--- src/verilog/mlcs_regs.vh ---
`ifndef MLCS_REGS_VH
`define MLCS_REGS_VH

// ----------------------------------------
// Register byte offsets
// ----------------------------------------
`define MLCS_OFF_CTRL      5'h00
`define MLCS_OFF_MODSRC    5'h04
`define MLCS_OFF_HCAR      5'h08
`define MLCS_OFF_LCAR      5'h0C
`define MLCS_OFF_CIN1PPS   5'h10
`define MLCS_OFF_CIN2PPS   5'h14
`define MLCS_OFF_MINPPS    5'h18

// ----------------------------------------
// Field positions
// ----------------------------------------
`define MLCS_CTRL_EN       7
`define MLCS_CTRL_OINV     4
`define MLCS_CTRL_OSTATE   3
`define MLCS_CTRL_SWBIT    0
`define MLCS_CAR_INV       6
`define MLCS_CAR_SYNC      5
`define MLCS_SEL_MSB       3
`define MLCS_PPS_MSB       4

// ----------------------------------------
// Reset values
// ----------------------------------------
`define MLCS_RST_BYTE      8'h00
`define MLCS_RST_SEL       4'h0
`define MLCS_RST_PPS       5'h00

// ----------------------------------------
// Carrier select codes
// ----------------------------------------
`define MLCS_CAR_VSS       4'h0
`define MLCS_CAR_CIN1      4'h1
`define MLCS_CAR_CIN2      4'h2
`define MLCS_CAR_REFCLK    4'h3
`define MLCS_CAR_CAP1      4'h4
`define MLCS_CAR_CAP2      4'h5
`define MLCS_CAR_PWM1      4'h6
`define MLCS_CAR_PWM2      4'h7
`define MLCS_CAR_NCO       4'h8
`define MLCS_CAR_NONE      4'h9
`define MLCS_CAR_SYSCLK    4'hA
`define MLCS_CAR_HFOSC     4'hB

`endif

--- src/verilog/mlcs_carrier_sel.v ---
`timescale 1ns/100ps
`include "mlcs_regs.vh"
module mlcs_carrier_sel (
    src,
    sel,
    inv,
    carrier
);
    input  wire [15:0] src;
    input  wire [3:0]  sel;
    input  wire        inv;
    output wire        carrier;

    wire               picked;

    // Unused codes are tied low by the caller, so one index covers all sixteen
    assign picked  = src[sel];
    assign carrier = picked ^ inv;
endmodule // mlcs_carrier_sel

--- src/verilog/mlcs_mixer.v ---
`timescale 1ns/100ps
`include "mlcs_regs.vh"
module mlcs_mixer (
    clk,
    nrst,
    enable,
    modSig,
    highCar,
    lowCar,
    highSync,
    lowSync,
    mixOut
);
    input  wire clk;
    input  wire nrst;
    input  wire enable;
    input  wire modSig;
    input  wire highCar;
    input  wire lowCar;
    input  wire highSync;
    input  wire lowSync;
    output wire mixOut;

    reg         selHigh_r;
    reg         selHigh_nxt;
    reg         highPrev_r;
    reg         lowPrev_r;
    wire        highFall;
    wire        lowFall;

    assign highFall = highPrev_r & ~highCar;
    assign lowFall  = lowPrev_r & ~lowCar;

    always @* begin
        selHigh_nxt = selHigh_r;
        if (!enable) begin
            // Track modulation while off so enabling starts on the right carrier
            selHigh_nxt = modSig;
        end else if (selHigh_r && !modSig) begin
            if (!highSync || highFall) begin
                selHigh_nxt = 1'b0;
            end
        end else if (!selHigh_r && modSig) begin
            if (!lowSync || lowFall) begin
                selHigh_nxt = 1'b1;
            end
        end
    end

    always @(posedge clk) begin
        if (!nrst) begin
            selHigh_r  <= 1'b0;
            highPrev_r <= 1'b0;
            lowPrev_r  <= 1'b0;
        end else begin
            selHigh_r  <= selHigh_nxt;
            highPrev_r <= highCar;
            lowPrev_r  <= lowCar;
        end
    end

    assign mixOut = selHigh_nxt ? highCar : lowCar;
endmodule // mlcs_mixer

--- src/verilog/mlcs_top.v ---
// The address map and the Avalon-MM register port were decided locally.
`timescale 1ns/100ps
`include "mlcs_regs.vh"
module mlcs_top (
    clk,
    nrst,
    address,
    read,
    write,
    writedata,
    readdata,
    waitrequest,
    logicCellOut,
    hfOscIn,
    sysClkIn,
    ncoOut,
    pulseGenFirst,
    pulseGenSecond,
    captureUnitFirst,
    captureUnitSecond,
    refClkOut,
    uartTxOut,
    serialDataOut,
    comparatorOne,
    comparatorTwo,
    pinIn,
    modOut
);
    input  wire        clk;
    input  wire        nrst;
    input  wire [4:0]  address;
    input  wire        read;
    input  wire        write;
    input  wire [31:0] writedata;
    output wire [31:0] readdata;
    output wire        waitrequest;
    input  wire [3:0]  logicCellOut;
    input  wire        hfOscIn;
    input  wire        sysClkIn;
    input  wire        ncoOut;
    input  wire        pulseGenFirst;
    input  wire        pulseGenSecond;
    input  wire        captureUnitFirst;
    input  wire        captureUnitSecond;
    input  wire        refClkOut;
    input  wire        uartTxOut;
    input  wire        serialDataOut;
    input  wire        comparatorOne;
    input  wire        comparatorTwo;
    input  wire [31:0] pinIn;
    output wire        modOut;

    // ----------------------------------------
    // Register state
    // ----------------------------------------
    reg                modEnable_r;
    reg                outInvert_r;
    reg                swModValue_r;
    reg  [3:0]         modSelect_r;
    reg                highInvert_r;
    reg                highSyncEn_r;
    reg  [3:0]         highSelect_r;
    reg                lowInvert_r;
    reg                lowSyncEn_r;
    reg  [3:0]         lowSelect_r;
    reg  [4:0]         cin1Pps_r;
    reg  [4:0]         cin2Pps_r;
    reg  [4:0]         minPps_r;
    reg                outState_r;
    reg  [31:0]        readData_r;
    reg                waitReq_r;
    reg  [7:0]         readByte;

    wire               wrTake;
    wire [15:0]        carrierSrc;
    wire [15:0]        modSrc;
    wire               highCar;
    wire               lowCar;
    wire               modSig;
    wire               mixOut;
    wire               cin1Pin;
    wire               cin2Pin;
    wire               minPin;
    wire [7:0]         ctrlView;
    wire [7:0]         modSrcView;
    wire [7:0]         highCarView;
    wire [7:0]         lowCarView;
    wire [7:0]         cin1PpsView;
    wire [7:0]         cin2PpsView;
    wire [7:0]         minPpsView;
    reg                wrCtrl;
    reg                wrModSrc;
    reg                wrHighCar;
    reg                wrLowCar;
    reg                wrCin1Pps;
    reg                wrCin2Pps;
    reg                wrMinPps;

    // ----------------------------------------
    // Avalon-MM slave
    // ----------------------------------------
    // Fixed two-cycle access: the request is seen with waitrequest high, read
    // data is captured then, and the access completes on the following edge.
    assign wrTake = write && !waitReq_r;

    // Unimplemented bits are tied low here, so no write can ever show through
    assign ctrlView    = {modEnable_r, 2'b00, outInvert_r, outState_r, 2'b00, swModValue_r};
    assign modSrcView  = {4'h0, modSelect_r};
    assign highCarView = {1'b0, highInvert_r, highSyncEn_r, 1'b0, highSelect_r};
    assign lowCarView  = {1'b0, lowInvert_r, lowSyncEn_r, 1'b0, lowSelect_r};
    assign cin1PpsView = {3'h0, cin1Pps_r};
    assign cin2PpsView = {3'h0, cin2Pps_r};
    assign minPpsView  = {3'h0, minPps_r};

    always @* begin
        readByte = 8'h00;
        if (address == `MLCS_OFF_CTRL) begin
            readByte = ctrlView;
        end else if (address == `MLCS_OFF_MODSRC) begin
            readByte = modSrcView;
        end else if (address == `MLCS_OFF_HCAR) begin
            readByte = highCarView;
        end else if (address == `MLCS_OFF_LCAR) begin
            readByte = lowCarView;
        end else if (address == `MLCS_OFF_CIN1PPS) begin
            readByte = cin1PpsView;
        end else if (address == `MLCS_OFF_CIN2PPS) begin
            readByte = cin2PpsView;
        end else if (address == `MLCS_OFF_MINPPS) begin
            readByte = minPpsView;
        end else begin
            readByte = 8'h00;
        end
    end

    always @(posedge clk) begin
        if (!nrst) begin
            waitReq_r  <= 1'b1;
            readData_r <= 32'h00000000;
        end else begin
            if ((read || write) && waitReq_r) begin
                waitReq_r <= 1'b0;
                if (read) begin
                    readData_r <= {24'h000000, readByte};
                end
            end else begin
                waitReq_r <= 1'b1;
            end
        end
    end

    // ----------------------------------------
    // Register writes
    // ----------------------------------------
    // One strobe per register, so the register blocks below decode nothing
    always @* begin
        wrCtrl    = 1'b0;
        wrModSrc  = 1'b0;
        wrHighCar = 1'b0;
        wrLowCar  = 1'b0;
        wrCin1Pps = 1'b0;
        wrCin2Pps = 1'b0;
        wrMinPps  = 1'b0;
        if (wrTake) begin
            if (address == `MLCS_OFF_CTRL) begin
                wrCtrl = 1'b1;
            end else if (address == `MLCS_OFF_MODSRC) begin
                wrModSrc = 1'b1;
            end else if (address == `MLCS_OFF_HCAR) begin
                wrHighCar = 1'b1;
            end else if (address == `MLCS_OFF_LCAR) begin
                wrLowCar = 1'b1;
            end else if (address == `MLCS_OFF_CIN1PPS) begin
                wrCin1Pps = 1'b1;
            end else if (address == `MLCS_OFF_CIN2PPS) begin
                wrCin2Pps = 1'b1;
            end else if (address == `MLCS_OFF_MINPPS) begin
                wrMinPps = 1'b1;
            end
        end
    end

    // Output state bit is read-only, so it has no write path here
    always @(posedge clk) begin
        if (!nrst) begin
            modEnable_r  <= 1'b0;
            outInvert_r  <= 1'b0;
            swModValue_r <= 1'b0;
        end else if (wrCtrl) begin
            modEnable_r  <= writedata[`MLCS_CTRL_EN];
            outInvert_r  <= writedata[`MLCS_CTRL_OINV];
            swModValue_r <= writedata[`MLCS_CTRL_SWBIT];
        end
    end

    always @(posedge clk) begin
        if (!nrst) begin
            modSelect_r <= `MLCS_RST_SEL;
        end else if (wrModSrc) begin
            modSelect_r <= writedata[`MLCS_SEL_MSB:0];
        end
    end

    always @(posedge clk) begin
        if (!nrst) begin
            highInvert_r <= 1'b0;
            highSyncEn_r <= 1'b0;
            highSelect_r <= `MLCS_RST_SEL;
        end else if (wrHighCar) begin
            highInvert_r <= writedata[`MLCS_CAR_INV];
            highSyncEn_r <= writedata[`MLCS_CAR_SYNC];
            highSelect_r <= writedata[`MLCS_SEL_MSB:0];
        end
    end

    always @(posedge clk) begin
        if (!nrst) begin
            lowInvert_r <= 1'b0;
            lowSyncEn_r <= 1'b0;
            lowSelect_r <= `MLCS_RST_SEL;
        end else if (wrLowCar) begin
            lowInvert_r <= writedata[`MLCS_CAR_INV];
            lowSyncEn_r <= writedata[`MLCS_CAR_SYNC];
            lowSelect_r <= writedata[`MLCS_SEL_MSB:0];
        end
    end

    always @(posedge clk) begin
        if (!nrst) begin
            cin1Pps_r <= `MLCS_RST_PPS;
        end else if (wrCin1Pps) begin
            cin1Pps_r <= writedata[`MLCS_PPS_MSB:0];
        end
    end

    always @(posedge clk) begin
        if (!nrst) begin
            cin2Pps_r <= `MLCS_RST_PPS;
        end else if (wrCin2Pps) begin
            cin2Pps_r <= writedata[`MLCS_PPS_MSB:0];
        end
    end

    always @(posedge clk) begin
        if (!nrst) begin
            minPps_r <= `MLCS_RST_PPS;
        end else if (wrMinPps) begin
            minPps_r <= writedata[`MLCS_PPS_MSB:0];
        end
    end

    // ----------------------------------------
    // Source routing
    // ----------------------------------------
    assign cin1Pin = pinIn[cin1Pps_r];
    assign cin2Pin = pinIn[cin2Pps_r];
    assign minPin  = pinIn[minPps_r];

    // Capture-unit taps are passed raw; they only make sense in pulse-width mode
    assign carrierSrc = {logicCellOut[3], logicCellOut[2], logicCellOut[1], logicCellOut[0],
                         hfOscIn, sysClkIn,
                         1'b0,
                         ncoOut, pulseGenSecond, pulseGenFirst,
                         captureUnitSecond, captureUnitFirst,
                         refClkOut, cin2Pin, cin1Pin,
                         1'b0};

    assign modSrc = {logicCellOut[3], logicCellOut[2], logicCellOut[1], logicCellOut[0],
                     ncoOut, uartTxOut, 1'b0, serialDataOut,
                     comparatorTwo, comparatorOne, pulseGenSecond, pulseGenFirst,
                     captureUnitSecond, captureUnitFirst, minPin, swModValue_r};

    assign modSig = modSrc[modSelect_r];

    mlcs_carrier_sel uHighSel (
        .src     (carrierSrc),
        .sel     (highSelect_r),
        .inv     (highInvert_r),
        .carrier (highCar)
    );

    mlcs_carrier_sel uLowSel (
        .src     (carrierSrc),
        .sel     (lowSelect_r),
        .inv     (lowInvert_r),
        .carrier (lowCar)
    );

    mlcs_mixer uMixer (
        .clk      (clk),
        .nrst     (nrst),
        .enable   (modEnable_r),
        .modSig   (modSig),
        .highCar  (highCar),
        .lowCar   (lowCar),
        .highSync (highSyncEn_r),
        .lowSync  (lowSyncEn_r),
        .mixOut   (mixOut)
    );

    // ----------------------------------------
    // Output stage
    // ----------------------------------------
    // Registered for a clean pin; costs one cycle of carrier latency
    always @(posedge clk) begin
        if (!nrst) begin
            outState_r <= 1'b0;
        end else if (modEnable_r) begin
            outState_r <= mixOut ^ outInvert_r;
        end else begin
            outState_r <= outInvert_r;
        end
    end

    assign modOut      = outState_r;
    assign readdata    = readData_r;
    assign waitrequest = waitReq_r;
endmodule // mlcs_top

--- config.mk ---
export PLATFORM = sky130hd
export DESIGN_NAME = mlcs_top
export DESIGN_NICKNAME = d
export VERILOG_FILES = /design/src/verilog/mlcs_carrier_sel.v /design/src/verilog/mlcs_mixer.v /design/src/verilog/mlcs_top.v
export VERILOG_INCLUDE_DIRS = /design/src /design/src/verilog
export SDC_FILE = /design/constraint.sdc
export NUM_CORES = 1
export LEC_CHECK = 0
export BUFFER_PORTS_ARGS = -buffer_cell sky130_fd_sc_hd__buf_2
export CAP_MARGIN = 20
export CORE_MARGIN = 5
export CORE_UTILIZATION = 30
export DETAILED_ROUTE_END_ITERATION = 8
export PLACE_DENSITY = 0.52
export SLEW_MARGIN = 20
export SYNTH_ARGS = -nofsm -noshare
export SYNTH_HDL_FRONTEND = slang
export SYNTH_SLANG_ARGS = --single-unit
--- constraint.sdc ---
create_clock -name clk -period 4.1 [get_ports clk]
set_input_delay 0.205 -clock clk [delete_from_list [all_inputs] [get_ports clk]]
set_output_delay 0.205 -clock clk [all_outputs]
set_load 0.02 [all_outputs]
Yosys cells after proc, flatten, opt, wreduce, memory -nomap -nowiden
Index checks and enable logic that the tools add are counted.
{"block": "word_totals", "word_cells": 114, "output_inout_bits": 34, "ff_bits": 47}
{"block": "op_classes", "muxes": 62, "n_reduce_logical": 14, "bitwise": 7, "magnitude_cmp": 6, "eq_ne": 6}
{"cell": "2-to-1 mux 1 bit", "n": 49}
{"cell": "2-to-1 mux 7 bit", "n": 3}
{"cell": "< comparator 5 x 6 -> 1 bit, second input constant", "n": 3}
{"cell": "binary-select mux 1 bit (select 5 bit)", "n": 3}
{"cell": "equality test 5 bit, second input constant", "n": 3}
{"cell": "< comparator 4 x 5 -> 1 bit, second input constant", "n": 3}
{"cell": "2-to-1 mux 5 bit", "n": 3}
{"cell": "binary-select mux 1 bit (select 4 bit)", "n": 3}
{"cell": "equality test 5 x 4 -> 1 bit, second input constant", "n": 2}
{"cell": "2-to-1 mux 8 bit", "n": 1}
{"cell": "equality test 5 x 3 -> 1 bit, second input constant", "n": 1}
{"cell": "zero test 1 bit", "n": 5}
{"cell": "zero test 5 bit", "n": 1}
{"cell": "logical AND 1 bit", "n": 4}
{"cell": "logical OR 1 bit", "n": 3}
{"cell": "XOR 1 bit", "n": 3}
{"cell": "AND 1 bit", "n": 2}
{"cell": "NOT 1 bit", "n": 2}
{"cell": "AND reduction 2 bit", "n": 1}

Logic depth before layout (Yosys ltp)
{"block": "logic_depth", "ltp_word": 15, "mapped_depth": 12, "depth_no_buf": 10}

By module
From an unflattened synthesis, not the netlist that was laid out.
{"block": "unflattened", "hier_cells": 330, "area_unflattened_um2": 3573.4}
{"module": "mlcs_top", "seq_area_each_um2": 880.8, "cells_each": 299, "n_inst": 1, "area_each_um2": 3113.0}
{"module": "mlcs_carrier_sel", "seq_area_each_um2": 0.0, "cells_each": 6, "n_inst": 2, "area_each_um2": 136.4}
{"module": "mlcs_mixer", "seq_area_each_um2": 60.1, "cells_each": 19, "n_inst": 1, "area_each_um2": 187.7}

Worst setup path before layout
Ideal clock, no wire load.
{"block": "synth_timing", "kind": "reg-to-reg", "start": "register modSelect_r[0]", "end": "register outState_r (netlist: modOut)", "t_arrival_ns": 2.615, "stages_incl_launch_ff": 11, "n_path_buf": 1, "setup_slack_ns": 1.414, "required_time_ns": 4.028, "setup_time_ns": 0.072, "path_cell_list": "dfxtp_1 -> buf_6 -> mux4_2 -> mux4_2 -> o21bai_4 -> and3b_1 -> and4_4 -> nor3_4 -> a21boi_1 -> a311oi_1 -> mux2i_1"}
{"block": "synth_via", "elab_chain_cells": 9, "elab_cells_between_ends": 11, "classes_between": "mux: 7; bitwise: 1; reduce/logical: 3"}
{"element": "start, declared", "line_no": "mlcs_top.v:59", "rtl": "reg [3:0] modSelect_r;"}
{"element": "start signal, assigned", "line_no": "mlcs_top.v:198", "rtl": "modSelect_r <= `MLCS_RST_SEL;"}
{"element": "start signal, assigned", "line_no": "mlcs_top.v:200", "rtl": "modSelect_r <= writedata[`MLCS_SEL_MSB:0];"}
{"element": "binary-select mux 1 bit (select 4 bit) *", "line_no": "mlcs_top.v:273", "rtl": "assign modSig = modSrc[modSelect_r];"}
{"element": "2-to-1 mux 1 bit (not written as such) *", "line_no": "mlcs_top.v:273"}
{"element": "logical AND 1 bit or zero test 1 bit (tied branches)", "line_no": "mlcs_mixer.v:43, mlcs_mixer.v:39"}
{"element": "2-to-1 mux 1 bit or logical AND 1 bit (tied branches)", "line_no": "mlcs_mixer.v:43, mlcs_mixer.v:39"}
{"element": "2-to-1 mux 1 bit", "line_no": "mlcs_mixer.v:39", "rtl": "end else if (selHigh_r && !modSig) begin"}
{"element": "2-to-1 mux 1 bit *", "line_no": "mlcs_mixer.v:36", "rtl": "if (!enable) begin"}
{"element": "2-to-1 mux 1 bit *", "line_no": "mlcs_mixer.v:62", "rtl": "assign mixOut = selHigh_nxt ? highCar : lowCar;"}
{"element": "XOR 1 bit *", "line_no": "mlcs_top.v:309", "rtl": "outState_r <= mixOut ^ outInvert_r;"}
{"element": "2-to-1 mux 1 bit *", "line_no": "mlcs_top.v:308", "rtl": "end else if (modEnable_r) begin"}
{"element": "end signal, assigned", "line_no": "mlcs_top.v:309"}
{"element": "end signal, assigned", "line_no": "mlcs_top.v:311", "rtl": "outState_r <= outInvert_r;"}
{"element": "end, declared", "line_no": "mlcs_top.v:69", "rtl": "reg outState_r;"}
Mark *: on every way between the ends. The rest lies on a longest branch, timed or not. The select of a mux whose other input is x is not followed.
A chain may end at the register's enable or synchronous reset.

Worst setup path after layout
{"block": "layout_timing", "start": "register cin1Pps_r[1]", "end": "register outState_r (netlist: modOut)"}
{"block": "layout_via", "elab_chain_cells": 15, "elab_cells_between_ends": 22, "classes_between": "mux: 13; bitwise: 7; reduce/logical: 2"}
{"element": "start, declared", "line_no": "mlcs_top.v:66", "rtl": "reg [4:0] cin1Pps_r;"}
{"element": "start signal, assigned", "line_no": "mlcs_top.v:230", "rtl": "cin1Pps_r <= `MLCS_RST_PPS;"}
{"element": "start signal, assigned", "line_no": "mlcs_top.v:232", "rtl": "cin1Pps_r <= writedata[`MLCS_PPS_MSB:0];"}
{"element": "binary-select mux 1 bit (select 5 bit) *", "line_no": "mlcs_top.v:255", "rtl": "assign cin1Pin = pinIn[cin1Pps_r];"}
{"element": "2-to-1 mux 1 bit (not written as such) *", "line_no": "mlcs_top.v:255"}
{"element": "binary-select mux 1 bit (select 4 bit)", "line_no": "mlcs_carrier_sel.v:17", "rtl": "assign picked = src[sel];"}
{"element": "2-to-1 mux 1 bit (not written as such)", "line_no": "mlcs_carrier_sel.v:17"}
{"element": "XOR 1 bit", "line_no": "mlcs_carrier_sel.v:18", "rtl": "assign carrier = picked ^ inv;"}
{"element": "NOT 1 bit", "line_no": "mlcs_mixer.v:32", "rtl": "assign lowFall = lowPrev_r & ~lowCar;"}
{"element": "AND 1 bit", "line_no": "mlcs_mixer.v:32"}
{"element": "logical OR 1 bit", "line_no": "mlcs_mixer.v:44", "rtl": "if (!lowSync || lowFall) begin"}
{"element": "2-to-1 mux 1 bit", "line_no": "mlcs_mixer.v:44"}
{"element": "2-to-1 mux 1 bit", "line_no": "mlcs_mixer.v:43", "rtl": "end else if (!selHigh_r && modSig) begin"}
{"element": "2-to-1 mux 1 bit", "line_no": "mlcs_mixer.v:39"}
{"element": "2-to-1 mux 1 bit", "line_no": "mlcs_mixer.v:36"}
{"element": "2-to-1 mux 1 bit *", "line_no": "mlcs_mixer.v:62"}
{"element": "XOR 1 bit *", "line_no": "mlcs_top.v:309"}
{"element": "2-to-1 mux 1 bit *", "line_no": "mlcs_top.v:308"}
Marks and branches as above.

==> summary.md <==
| Metric | Value |
|---|---|
| Initial antenna violation count | 0 |
| ANT cells | 0 |
| Worst Skew | 3.14 ps |
| Syn Inst Count | 397 |
| Gpl congestion | 0.863 |
| Boundary Pins | 123 |
| HPWL Detailed | 8.33 mm |
| Num CTS Buffers | 5 |
| CTS tree | done |
| Worst r2r dst | modOut$_SDFF_PN0_ |
| Slew HR | 0.448 |
| Hold Path Class | input port to flop |
| HP Start | read |
| Number of max-slew violations in the final report | 0 |
| Mapped Area | 3620 um^2 |
| Final Cycle Share | 0.779 |
| Fillers | 1252 |
| Drt pass-1 iters | 4 |
| Count of state elements after synthesis | 47 |
| Routed Antenna Nets | 0 |
| Worst-Skew Late Latency | 290 ps |
| Global Route Usage Sum | 0.145 |
| Reg clk slew, reported paths | roughly 60 ps |
| Cell depth of the worst min-delay path | 2 |
| Crit path DAT | roughly 3400 ps |
| Post-Route WL | 10.5 mm |
| Post-synth ARST share | 0 |
| Drt initial violations | between 100 and 150 |
| Hold endpoint | waitrequest$_SDFF_PN1_ |
| Leading cell type in the layout, fill and taps excluded | mux2i_1 |
| CP max FO | 10 |
| Status | complete, no violations |
| Distinct cells, synth | 57 |
| Critical Path RT | roughly 4300 ps |
| DR vias/cell | around 5.2 |
| VDD IR-drop max | 0.126 mV |
| EDFF count, synth | 0 |
| Final setup fails | 0 |
| Clock Sink Count | 47 |
| Crit Path Class | flop to flop |
| FP Rows | 40 |
| Hold Worst Slack | 135 ps |
| Vias in the first global route | 3128 |
| Post-Route Setup TNS | 0 ps |
| CTS Hold Bufs | 0 |
| Post-CTS sizing | 0 |
| R2R Path Start | cin1Pps_r[1]$_SDFFE_PN0P_ |
| Core footprint | 11900 um^2 |
| Fmax achieved | 313 MHz |
| Cell count of the worst reg-to-reg path | 10 |
| Die area | 14300 um^2 |
| First-pass GRT wire length | about 16 mm |
| Synth area leader | dfxtp_1 |
| Synth warn | 0 |
| PortBufs | 74 |
| Post-CTS setup buffer count | 0 |
| Largest net degree at the start of global routing | 26 |
| Via Count | 3171 |
| Pleak | 1.61 nW |
| GRT Residual Overflow | 0 |
| Clock Root Buffer | clkbuf_16 |
| Layout cells sized above 1 | 0.248 |
| Post-Layout Cell Count | 607 |
| Post-synthesis sequential area ratio | 0.260 |
| Most frequent cells in the layout | 89 x mux2i_1, 74 x buf_2, 54 x nor2_1 |
| CTS max path bufs | 2 |
| Die width | 120 um |
| Synth top area share | 0.260 |
| Power Dens Cells | 255 nW/um^2 |
| Least-Margin Pin Slew | between 800 and 900 ps |
| Final hold violations | 0 |
| Nets | 548 |
| Crit start category | flop |
| Die height | around 120 um |
| Initial Util | 0.304 |
| CTS H-tree lvls | 2 |
| Post-route DRC | 0 |
| Routed len/inst | ~17 um |
| Crit end category | flop |
| Syn avg cell area | 9.11 um^2 |
| Synth Flop Type | dfxtp_1 |
| Total of max-cap violations | 0 |
| Final min period | 3190 ps |
| Setup slack, reg-to-reg | 910 ps |
| Unrepaired setup endpoints after global routing | no |
| Area grow syn2layout | 14.3% |
| Synth top area cells | dfxtp_1 26%, mux2i_1 25%, mux4_2 10% |
| Placed Cells | 599 |
-- where the power goes --
group / internal, W / total (W) / switching, W
combinational: 0.0000589 / 0.000153 / 0.0000936
clock: 0.000259 / 0.000434 / 0.000175
sequential: 0.000462 / 0.000466 / 0.00000441
-- registers in the layout, summed over array words and instances (netlist names), 4 cells and up --
signal	count
cin1Pps_r	5
cin2Pps_r	5
highSelect_r	4
lowSelect_r	4
minPps_r	5
modSelect_r	4
readdata	8
-- final cells by class --
type                       instances  area (um^2)  area share
clock inverter                     1         7.51     0.00182
multi-input combinational        321         2420       0.586
clock buffer                       7          153      0.0369
timing repair buffer              79          408      0.0987
inverter                           5         18.8     0.00454
sequential                        47          941       0.228
tap                              147          184      0.0445
-- logic make-up after synthesis --
logic type	share of synthesized area
simple gates	0.176
xor+xnor	0.00485
buf+inv	0.0938
compound gates	0.118
other cells	0.00104
mux	0.346
flops	0.260
-- synth_stat cells, drive strengths merged, types with 6 or more instances --
cell type	count
a21oi	11
a22oi	6
buf	34
clkbuf	13
dfxtp	47
mux2i	89
mux4	16
nand2	23
nand2b	6
nand3	12
nor2	54
nor2b	6
nor3	8
o21ai	17
-- layer usage --
layer	vias to the layer above	track usage	part of all wire
li1	1527	-	-
met1	1538	0.192	0.46
met2	90	0.238	0.48
met3	16	0.0287	0.051
met4	0	0.0437	0.015
met5	-	0	0
-- through the flow --
step           setup WS, ps  power, W   util  instance area, um^2
2_1_floorplan          1410  0.000577      -                 3700
3_3_place_gp            944  0.000626  0.334                 3970
3_5_place_dp            885  0.000628  0.334                 3970
4_1_cts                 873   0.00106  0.347                 4130
5_1_grt                 676   0.00110  0.347                 4130
6_report                908   0.00105  0.347                 4130
-- worst max-delay path: stages, from the launching register on --
cell	delay (ps)
dfxtp_1	660
buf_4	260
mux2i_1	220
a22o_1	160
a2111oi_0	60
a22o_2	290
o31ai_1	350
o211ai_2	160
a2111o_1	430
a311oi_1	320
mux2i_1	220
-- how the worst max path moves through the flow --
stage | start | end | slack [ps]
after floorplan | modSelect_r[0]$_SDFFE_PN0P_ | modOut$_SDFF_PN0_ | 1410
after global placement | minPps_r[0]$_SDFFE_PN0P_ | modOut$_SDFF_PN0_ | 940
after detailed placement | minPps_r[0]$_SDFFE_PN0P_ | modOut$_SDFF_PN0_ | 890
after CTS | minPps_r[0]$_SDFFE_PN0P_ | modOut$_SDFF_PN0_ | 870
after global routing | cin1Pps_r[1]$_SDFFE_PN0P_ | modOut$_SDFF_PN0_ | 680
final | cin1Pps_r[1]$_SDFFE_PN0P_ | modOut$_SDFF_PN0_ | 910
Power figures use the tool's default switching activity.
